### src/inc/sss_pkg.sv
/*
 * constants, register map and carrier types of the sync slicer,
 * separator and source selector.
 * assumes a single 40 MHz clock and an AXI4-Lite register port.
 */
package sss_pkg;

	// ********************************
	// timing
	// ********************************
	localparam int CLK_KHZ = 40000;
	localparam int ACT_WIN_MS = 50;
	localparam int ACT_WIN_CYC = ACT_WIN_MS * CLK_KHZ;
	localparam int VSEP_US = 10;
	localparam int VSEP_CYC = VSEP_US * CLK_KHZ / 1000;

	// ********************************
	// register map: index, byte address is four times it
	// ********************************
	localparam logic [7:0] IDX_SEL = 8'h0e;
	localparam logic [7:0] IDX_THR = 8'h10;
	localparam logic [7:0] IDX_FILT = 8'h11;
	localparam logic [7:0] IDX_STAT = 8'h14;
	localparam logic [7:0] IDX_IRQ = 8'h18;
	localparam logic [7:0] IDX_MASK = 8'h19;
	localparam logic [7:0] ADDR_SEL = 8'(IDX_SEL * 4);
	localparam logic [7:0] ADDR_THR = 8'(IDX_THR * 4);
	localparam logic [7:0] ADDR_FILT = 8'(IDX_FILT * 4);
	localparam logic [7:0] ADDR_STAT = 8'(IDX_STAT * 4);
	localparam logic [7:0] ADDR_IRQ = 8'(IDX_IRQ * 4);
	localparam logic [7:0] ADDR_MASK = 8'(IDX_MASK * 4);

	localparam logic [4:0] THR_RST = 5'h0b;
	localparam logic [4:0] THR_MAX = 5'h1f;
	localparam logic [1:0] RESP_OKAY = 2'h0;
	localparam logic [1:0] RESP_SLVERR = 2'h2;

	typedef enum logic [1:0] {
		FILT_BYPASS = 2'b00,
		FILT_2M5 = 2'b01,
		FILT_10M = 2'b10,
		FILT_33M = 2'b11
	} sss_filt_e;

	typedef enum logic [1:0] {
		HS_PIN0 = 2'b00,
		HS_PIN1 = 2'b01,
		HS_LUMA = 2'b10
	} sss_hsrc_e;

	// selection register, bits 7..0
	typedef struct packed {
		logic [1:0] hs_man;
		logic [1:0] luma_sel;
		logic csync_or;
		logic vs_sep;
		logic auto_vs;
		logic auto_hs;
	} sss_sel_s;
	localparam sss_sel_s SEL_RST = 8'h03;

	// status register, bits 6..0
	typedef struct packed {
		logic vs_pin;
		logic [1:0] hs_src;
		logic luma_act;
		logic vs_act;
		logic hs1_act;
		logic hs0_act;
	} sss_stat_s;

endpackage

### src/design/sss_top.sv
/*
 * sync slicer with glitch filter, composite sync separator, sync
 * activity detection and pll sync source selection, with an
 * AXI4-Lite register slave and one level interrupt.
 * assumes luma samples arrive on aclk from the adc; sync pins are async.
 */
// Our own choices: the register addresses and register access over AXI4-Lite.
`timescale 1ns/1ps

// Function
// two hsync, three luma inputs, auto pick
// 5-bit threshold, default 11, scale code/31
// slicer result drives sliced sync pin
// glitch filter three cutoffs, bypass at reset
// separate hsync and vsync from sliced luma
// detect vsync and hsync activity separately
// host: vsync active means 5-wire source
// host: 5-wire uses hsync as plain hsync
// auto: both pins active use pins
// host: hsync only means 4-wire composite
// auto: no vsync decodes from hsync pin
// host: csync on both pins, force separated
// xor composite type, default after reset
// inclusive-or composite type also accepted
// auto: no pin activity selects luma
// activity results in status register 14h
// activity times out with no edge
module sss_top #(
	parameter int ACT_WIN = sss_pkg::ACT_WIN_CYC,
	parameter int VSEP = sss_pkg::VSEP_CYC,
	parameter logic [7:0] SLICE_FS = 8'h40,
	parameter logic [7:0] HYST = 8'h02
) (
	input wire logic aclk,
	input wire logic aresetn,
	input wire logic [7:0] awaddr,
	input wire logic awvalid,
	output logic awready,
	input wire logic [31:0] wdata,
	input wire logic [3:0] wstrb,
	input wire logic wvalid,
	output logic wready,
	output logic [1:0] bresp,
	output logic bvalid,
	input wire logic bready,
	input wire logic [7:0] araddr,
	input wire logic arvalid,
	output logic arready,
	output logic [31:0] rdata,
	output logic [1:0] rresp,
	output logic rvalid,
	input wire logic rready,
	input wire logic [1:0] hsync_pin,
	input wire logic vsync_pin,
	input wire logic [2:0][7:0] luma_sample,
	output logic sliced_sync_out,
	output logic pll_hsync_out,
	output logic pll_vsync_out,
	output logic irq
);
	import sss_pkg::*;

	localparam int AW = $clog2(ACT_WIN + 1);
	localparam int VW = $clog2(VSEP + 1);

	function automatic logic [7:0] slice_level(input logic [4:0] code);
		logic [15:0] p;
		p = 16'(code) * 16'(SLICE_FS);
		return 8'(p / 16'(THR_MAX));
	endfunction

	// ********************************
	// state
	// ********************************
	sss_sel_s sel_q, sel_d;
	logic [4:0] thr_q, thr_d;
	sss_filt_e filt_mode_q, filt_mode_d;
	logic [3:0] ist_q, ist_d, imask_q, imask_d;
	logic [2:0] sy1_q, sy2_q, prv_q;
	logic [2:0] sy1_d, sy2_d, prv_d;
	logic [7:0] filt_q, filt_d;
	logic sl_q, sl_d, sl_prv_q, sl_prv_d;
	logic [3:0][AW-1:0] act_q, act_d;
	logic [3:0] act_prv_q, act_prv_d;
	logic [1:0][VW-1:0] wcnt_q, wcnt_d;
	logic [1:0] sep_prv_q, sep_prv_d, sep_vs_q, sep_vs_d, sep_hs_q, sep_hs_d;
	logic hs_out_q, hs_out_d, vs_out_q, vs_out_d, irq_q, irq_d;
	sss_stat_s stat_q, stat_d;
	logic aw_have_q, aw_have_d, w_have_q, w_have_d;
	logic [7:0] waddr_q, waddr_d;
	logic [31:0] wdat_q, wdat_d;
	logic wstb_q, wstb_d;
	logic bvalid_q, bvalid_d, rvalid_q, rvalid_d;
	logic [1:0] bresp_q, bresp_d, rresp_q, rresp_d;
	logic [31:0] rdata_q, rdata_d;
	logic awready_q, wready_q, arready_q;

	// combinational helpers
	logic [3:0] act_now, act_edge;
	logic [1:0] sep_in;
	logic [7:0] src, lvl;
	logic [8:0] diff;
	logic hs_pin_sel;
	sss_hsrc_e hsrc;
	logic vs_from_pin, do_wr;
	logic [31:0] rmux;
	logic rerr;

	// ********************************
	// sync pins, slicer and glitch filter
	// ********************************
	always_comb begin
		// first stage is read only by the second
		sy1_d = {vsync_pin, hsync_pin};
		sy2_d = sy1_q;
		prv_d = sy2_q;
		src = luma_sample[sel_q.luma_sel == 2'b11 ? 2'd0 : sel_q.luma_sel];
		diff = {1'b0, src} - {1'b0, filt_q};
		unique case (filt_mode_q)
			FILT_BYPASS: filt_d = src;
			FILT_2M5: filt_d = filt_q + {{3{diff[8]}}, diff[7:3]};
			FILT_10M: filt_d = filt_q + {{2{diff[8]}}, diff[7:2]};
			FILT_33M: filt_d = filt_q + {diff[8], diff[7:1]};
		endcase
		lvl = slice_level(thr_q);
		// hysteresis: release only once the sample clears level plus margin
		if (sl_q) begin
			sl_d = filt_q < (lvl + HYST);
		end else begin
			sl_d = filt_q < lvl;
		end
		sl_prv_d = sl_q;
	end

	// ********************************
	// activity detectors: hs0, hs1, vs, sliced luma
	// ********************************
	always_comb begin
		act_edge = {sl_q ^ sl_prv_q, sy2_q ^ prv_q};
		for (int i = 0; i < 4; i++) begin
			if (act_edge[i]) begin
				act_d[i] = AW'(ACT_WIN);
			end else if (act_q[i] != '0) begin
				act_d[i] = act_q[i] - AW'(1);
			end else begin
				act_d[i] = act_q[i];
			end
			act_now[i] = act_q[i] != '0;
		end
		act_prv_d = act_now;
	end

	// ********************************
	// sync separators: 0 from sliced luma, 1 from hsync pin
	// ********************************
	always_comb begin
		hs_pin_sel = sel_q.auto_hs ? ~act_now[0] : (sel_q.hs_man == HS_PIN1);
		sep_in = {hs_pin_sel ? sy2_q[1] : sy2_q[0], sl_q};
		for (int c = 0; c < 2; c++) begin
			sep_prv_d[c] = sep_in[c];
			wcnt_d[c] = wcnt_q[c];
			sep_vs_d[c] = sep_vs_q[c];
			if (sep_in[c]) begin
				if (wcnt_q[c] != VW'(VSEP)) begin
					wcnt_d[c] = wcnt_q[c] + VW'(1);
				end
				// a pulse wider than a line sync is a broad vertical pulse
				if (wcnt_q[c] == VW'(VSEP - 1)) begin
					sep_vs_d[c] = 1'b1;
				end
			end else begin
				wcnt_d[c] = '0;
				if (sep_prv_q[c] && wcnt_q[c] != VW'(VSEP)) begin
					sep_vs_d[c] = 1'b0;
				end
			end
			if (sel_q.csync_or) begin
				sep_hs_d[c] = sep_in[c] & ~sep_vs_q[c];
			end else begin
				sep_hs_d[c] = sep_in[c] ^ sep_vs_q[c];
			end
		end
	end

	// ********************************
	// pll source selection
	// ********************************
	always_comb begin
		if (sel_q.auto_hs) begin
			if (act_now[0]) begin
				hsrc = HS_PIN0;
			end else if (act_now[1]) begin
				hsrc = HS_PIN1;
			end else begin
				hsrc = HS_LUMA;
			end
		end else if (sel_q.hs_man == 2'b11) begin
			hsrc = HS_LUMA;
		end else begin
			hsrc = sss_hsrc_e'(sel_q.hs_man);
		end
		if (sel_q.auto_vs) begin
			vs_from_pin = act_now[2] && hsrc != HS_LUMA;
		end else begin
			vs_from_pin = ~sel_q.vs_sep;
		end
		unique case (hsrc)
			HS_PIN0: hs_out_d = sy2_q[0];
			HS_PIN1: hs_out_d = sy2_q[1];
			default: hs_out_d = sep_hs_q[0];
		endcase
		if (vs_from_pin) begin
			vs_out_d = sy2_q[2];
		end else if (hsrc == HS_LUMA) begin
			vs_out_d = sep_vs_q[0];
		end else begin
			vs_out_d = sep_vs_q[1];
		end
		stat_d = '{vs_pin: vs_from_pin, hs_src: hsrc, luma_act: act_now[3],
			vs_act: act_now[2], hs1_act: act_now[1], hs0_act: act_now[0]};
	end

	// ********************************
	// AXI4-Lite slave
	// ********************************
	always_comb begin
		aw_have_d = aw_have_q;
		w_have_d = w_have_q;
		waddr_d = waddr_q;
		wdat_d = wdat_q;
		wstb_d = wstb_q;
		bvalid_d = bvalid_q;
		bresp_d = bresp_q;
		rvalid_d = rvalid_q;
		rresp_d = rresp_q;
		rdata_d = rdata_q;
		sel_d = sel_q;
		thr_d = thr_q;
		filt_mode_d = filt_mode_q;
		imask_d = imask_q;
		ist_d = ist_q;
		if (awvalid && awready_q) begin
			aw_have_d = 1'b1;
			waddr_d = awaddr;
		end
		if (wvalid && wready_q) begin
			w_have_d = 1'b1;
			wdat_d = wdata;
			wstb_d = wstrb[0];
		end
		if (bvalid_q && bready) begin
			bvalid_d = 1'b0;
		end
		do_wr = aw_have_q && w_have_q && !bvalid_q;
		if (do_wr) begin
			aw_have_d = 1'b0;
			w_have_d = 1'b0;
			bvalid_d = 1'b1;
			bresp_d = RESP_OKAY;
			unique case (waddr_q)
				ADDR_SEL: if (wstb_q) sel_d = wdat_q[7:0];
				ADDR_THR: if (wstb_q) thr_d = wdat_q[4:0];
				ADDR_FILT: if (wstb_q) filt_mode_d = sss_filt_e'(wdat_q[1:0]);
				ADDR_MASK: if (wstb_q) imask_d = wdat_q[3:0];
				ADDR_IRQ: if (wstb_q) ist_d = ist_q & ~wdat_q[3:0];
				ADDR_STAT: bresp_d = RESP_OKAY;
				default: bresp_d = RESP_SLVERR;
			endcase
		end
		// a change of any activity flag is an event; set beats clear
		ist_d = ist_d | (act_now ^ act_prv_q);
		rerr = 1'b0;
		unique case (araddr)
			ADDR_SEL: rmux = {24'h0, sel_q};
			ADDR_THR: rmux = {27'h0, thr_q};
			ADDR_FILT: rmux = {30'h0, filt_mode_q};
			ADDR_STAT: rmux = {25'h0, stat_q};
			ADDR_IRQ: rmux = {28'h0, ist_q};
			ADDR_MASK: rmux = {28'h0, imask_q};
			default: begin
				rmux = 32'h0;
				rerr = 1'b1;
			end
		endcase
		if (rvalid_q && rready) begin
			rvalid_d = 1'b0;
		end
		if (arvalid && arready_q) begin
			rvalid_d = 1'b1;
			rdata_d = rmux;
			rresp_d = rerr ? RESP_SLVERR : RESP_OKAY;
		end
		irq_d = |(ist_d & imask_d);
	end

	// ********************************
	// registers
	// ********************************
	always_ff @(posedge aclk) begin
		if (!aresetn) begin
			sel_q <= SEL_RST;
			thr_q <= THR_RST;
			filt_mode_q <= FILT_BYPASS;
			imask_q <= 4'h0;
			ist_q <= 4'h0;
			sy1_q <= 3'h0;
			sy2_q <= 3'h0;
			prv_q <= 3'h0;
			filt_q <= 8'hff;
			sl_q <= 1'b0;
			sl_prv_q <= 1'b0;
			act_q <= '0;
			act_prv_q <= 4'h0;
			wcnt_q <= '0;
			sep_prv_q <= 2'h0;
			sep_vs_q <= 2'h0;
			sep_hs_q <= 2'h0;
			hs_out_q <= 1'b0;
			vs_out_q <= 1'b0;
			irq_q <= 1'b0;
			stat_q <= '0;
			aw_have_q <= 1'b0;
			w_have_q <= 1'b0;
			waddr_q <= 8'h0;
			wdat_q <= 32'h0;
			wstb_q <= 1'b0;
			bvalid_q <= 1'b0;
			bresp_q <= RESP_OKAY;
			rvalid_q <= 1'b0;
			rresp_q <= RESP_OKAY;
			rdata_q <= 32'h0;
		end else begin
			sel_q <= sel_d;
			thr_q <= thr_d;
			filt_mode_q <= filt_mode_d;
			imask_q <= imask_d;
			ist_q <= ist_d;
			sy1_q <= sy1_d;
			sy2_q <= sy2_d;
			prv_q <= prv_d;
			filt_q <= filt_d;
			sl_q <= sl_d;
			sl_prv_q <= sl_prv_d;
			act_q <= act_d;
			act_prv_q <= act_prv_d;
			wcnt_q <= wcnt_d;
			sep_prv_q <= sep_prv_d;
			sep_vs_q <= sep_vs_d;
			sep_hs_q <= sep_hs_d;
			hs_out_q <= hs_out_d;
			vs_out_q <= vs_out_d;
			irq_q <= irq_d;
			stat_q <= stat_d;
			aw_have_q <= aw_have_d;
			w_have_q <= w_have_d;
			waddr_q <= waddr_d;
			wdat_q <= wdat_d;
			wstb_q <= wstb_d;
			bvalid_q <= bvalid_d;
			bresp_q <= bresp_d;
			rvalid_q <= rvalid_d;
			rresp_q <= rresp_d;
			rdata_q <= rdata_d;
		end
	end

	// ready flags are registered so every output leaves a flip-flop;
	// they stay low while a response waits so nothing is taken twice
	always_ff @(posedge aclk) begin
		if (!aresetn) begin
			awready_q <= 1'b0;
			wready_q <= 1'b0;
			arready_q <= 1'b0;
		end else begin
			awready_q <= !aw_have_d && !bvalid_d;
			wready_q <= !w_have_d && !bvalid_d;
			arready_q <= !rvalid_d;
		end
	end

	assign awready = awready_q;
	assign wready = wready_q;
	assign arready = arready_q;
	assign bvalid = bvalid_q;
	assign bresp = bresp_q;
	assign rvalid = rvalid_q;
	assign rresp = rresp_q;
	assign rdata = rdata_q;
	assign sliced_sync_out = sl_q;
	assign pll_hsync_out = hs_out_q;
	assign pll_vsync_out = vs_out_q;
	assign irq = irq_q;

endmodule

### config.mk
export PLATFORM = sky130hd
export DESIGN_NAME = sss_top
export DESIGN_NICKNAME = d
export VERILOG_FILES = /design/src/inc/sss_pkg.sv /design/src/design/sss_top.sv
export SDC_FILE = /design/constraint.sdc
export NUM_CORES = 1
export LEC_CHECK = 0
export ABC_AREA = 1
export ABC_CLOCK_PERIOD_IN_PS = 6700
export BUFFER_PORTS_ARGS = -buffer_cell sky130_fd_sc_hd__buf_2
export CORE_MARGIN = 5
export CORE_UTILIZATION = 58
export CTS_CLUSTER_SIZE = 30
export DETAILED_ROUTE_END_ITERATION = 10
export GPL_TIMING_DRIVEN = 0
export MAX_ROUTING_LAYER = met4
export PLACE_DENSITY_LB_ADDON = 0.08
export SYNTH_ARGS = -nofsm -noshare
export SYNTH_HDL_FRONTEND = slang
export SYNTH_SLANG_ARGS = --single-unit
### constraint.sdc
create_clock -name aclk -period 6.7 [get_ports aclk]
set_input_delay 1.005 -clock aclk [delete_from_list [all_inputs] [get_ports aclk]]
set_output_delay 1.005 -clock aclk [all_outputs]
set_load 0.02 [all_outputs]
==> flow_metrics.tcl <==
set metrics [dict create \
    syn_avg_cell_area_um2 6.80 \
    reg2reg_depth 43 \
    cts_root_buf "clkbuf_16" \
    drt_first_pass_iters 5 \
    cts_tree "yes" \
    synth_seq_area_share_pct 35.2 \
    ys_async_sr_fraction_pct 0 \
    crit_top_cell "nand2_1" \
    cp_max_fo 10 \
    postCtsSetupBuffers 0 \
    finalWorstSetupSlack_ps 881 \
    slew-limit-headroom_pct 33.0 \
    grt_max_degree 22 \
    die_area_um2 21700 \
    syn_inst 1607 \
    io_buffers 77 \
    grt_setup_unrepaired "false" \
    dp_hpwl_um 20400 \
    io_pins 131 \
    preCtsSetupSlack_ps 977 \
    drt-initial-drc-count 562 \
    drv_cap 0 \
    synth_area_um2 10900 \
    cts.clk_slew.worst_paths_ps 80 \
    r2r_end "sliced_sync_out" \
    ctsHoldBuffers 0 \
    hp-class "register to register" \
    yosysWarnings 0 \
    required_ps 7040 \
    mostFrequentLayoutCell "nand2_1" \
    antenna_left 0 \
    antenna_found_initial 0 \
    vdd_drop_max_mv 0.238 \
    die_w_um 147 \
    num-fill-cells 1708 \
    regToRegStartpoint "thr_q[0]" \
    cts_buffer_depth 2 \
    total_power_uw 4200 \
    gp_congestion 0.853 \
    start_kind "register" \
    cts_sinks 192 \
    core-area_um2 18600 \
    fmax_ghz 0.172 \
    min_period_ps 5820 \
    min_to "prv_d[2]" \
    placed_cell_area_um2 11700 \
    whs_ps 420 \
    synth_seq_cells 192 \
    worstSkewPairLatency_ps 430 \
    synth_cell_types 53 \
    synth-edff-count 0 \
    synthFlopType "dfxtp_1" \
    rrSetupSlack_ps 880 \
    setup_tns_ps 0 \
    cts.htree.levels 4 \
    die_h_um 147 \
    criticalPathCategory "register to register" \
    slew_viol_final 0 \
    vias_per_cell 5.18 \
    grt_overflow 0 \
    wirelength_um 26100 \
    hold_start "sy1_q[2]" \
    cp_slowest_stage_delay_ps 470 \
    track_usage_pct 24.8 \
    cp-end-kind "register" \
    setup_violations 0 \
    start_util_pct 58.6 \
    grt_pass1_vias 9373 \
    post_cts_resized 0 \
    leakage_uw 0.00591 \
    drcViolationCount 0 \
    layout.nets 1860 \
    grt_pass1_wl_um 43900 \
    final_area_um2 12300 \
    final_cell_mix "nand2_1, inv_1, nor2_1" \
    worstHoldPathCells 2 \
    critical_path.slowest_cell "dfxtp_1" \
    finalHoldViolCount 0 \
    numCtsBuffers 17 \
    tightest_slew_ps 998 \
    vias 10200 \
    finalCritPeriodShare_pct 86.9 \
    drive_gt1_share_pct 11.5 \
    finalClockSkew_ps 17.1 \
    powerDensity_nw_per_um2 342 \
    flow.area_growth_from_synthesis_pct 12.6 \
    n_antenna_cell 0 \
    status "finished, final reports clean" \
    rows 50 \
    wl_per_cell_um 13.2 \
    cp.arrival_ps 6160 \
]
## layout make-up
cell class | instances | area, um2 | area share, %
plain buffers | 50 | 300 | 2.44
clock buffers | 18 | 429 | 3.49
clock inverters | 14 | 174 | 1.41
well taps | 234 | 293 | 2.38
repair buffers | 77 | 385 | 3.13
multi-input cells | 1131 | 5900 | 48.0
inverters | 259 | 972 | 7.90
flip-flops and latches | 192 | 3840 | 31.3
## flip-flops by register name, summed over array words and instances, names as in the netlist, 2 cells and up
name         flops
wdat_q           8
act_prv_q        4
prv_d            3
waddr_q          8
ist_q            4
sep_prv_q        2
sel_q            8
prv_q            3
sep_vs_q         2
stat_q           3
filt_q           8
act_q           84
imask_q          4
filt_mode_q      2
rdata            8
wcnt_q          18
thr_q            5
sy1_q            3
## per-layer routing
layer  global-route usage, %  vias to the layer above  wire [um]
met4                    6.06                        0        403
li1                        -                     5404          -
met2                    41.9                      192      12600
met1                    31.4                     4608      12100
met5                       -                        -          0
met3                    3.82                       27       1060
## worst max-delay path by stage
stage | start | depth (start not counted) | end
after global routing | thr_q[0] | 43 | sliced_sync_out
after global placement | thr_q[0] | 43 | sliced_sync_out
after floorplan | thr_q[0] | 44 | sliced_sync_out
after detailed placement | thr_q[0] | 42 | sliced_sync_out
final | thr_q[0] | 43 | sliced_sync_out
after CTS | thr_q[0] | 41 | sliced_sync_out
## worst max-delay path, delay by kind of cell, from the launching register on
| family | cells | cell delay (ps) |
|---|---|---|
| adder cells (fa/ha/maj) | 5 | 1270 |
| AO/OA/AOI/OAI | 4 | 800 |
| XOR/XNOR | 1 | 260 |
| flip-flops | 1 | 470 |
| buffers and inverters | 9 | 770 |
| AND/OR/NAND/NOR | 24 | 2180 |
## power by group
| part | switching (uW) | internal [uW] | total (uW) |
|---|---|---|---|
| Sequential | 214 | 1400 | 1610 |
| Combinational | 953 | 611 | 1560 |
| Clock | 519 | 510 | 1030 |
| Total | 1690 | 2520 | 4200 |
## cell families after synthesis
logic type,count (synthesis),share of synthesized area [%]
muxes,1,0.206
xor gates and xnor gates,47,3.77
AOI/OAI and AO/OA,281,14.7
other,1,0.0343
buffers and inverters,309,11.6
adders and majority gates,46,5.41
and+or+nand+nor,730,29.1
DFF,192,35.2
## Yosys cell counts, drive strengths merged (2+ instances only)
library cell | instances | area (um2)
o21a | 5 | 37.5
a41oi | 2 | 17.5
or2 | 13 | 81.3
a211oi | 3 | 22.5
xnor2 | 23 | 201
o211ai | 4 | 30.0
dfxtp | 192 | 3840
a31oi | 33 | 206
nand2 | 335 | 1350
ha | 44 | 551
nand3 | 72 | 378
or3 | 4 | 25.0
o21bai | 8 | 67.6
o21ai | 92 | 472
clkinv | 2 | 7.51
nor3 | 40 | 200
nor4 | 15 | 93.8
a2111oi | 2 | 17.5
clkbuf | 19 | 71.3
o22ai | 7 | 43.8
and2 | 2 | 12.5
o221ai | 5 | 43.8
nor2 | 226 | 891
fa | 2 | 40.0
a21oi | 106 | 534
o31ai | 6 | 45.0
xor2 | 24 | 210
a22oi | 2 | 15.0
buf | 31 | 229
nand4 | 20 | 125
inv | 257 | 965
nand3b | 3 | 22.5
## stage by stage
| step | util (%) | cells |
|---|---|---|
| global placement | 62.7 | 1943 |
| detailed placement | 62.7 | 1943 |
| CTS | 66.0 | 1975 |
| finish | 66.0 | 1975 |
| floorplan | - | 1632 |
| global route | 66.0 | 1975 |
No activity file was read; power rests on OpenSTA's default activity.
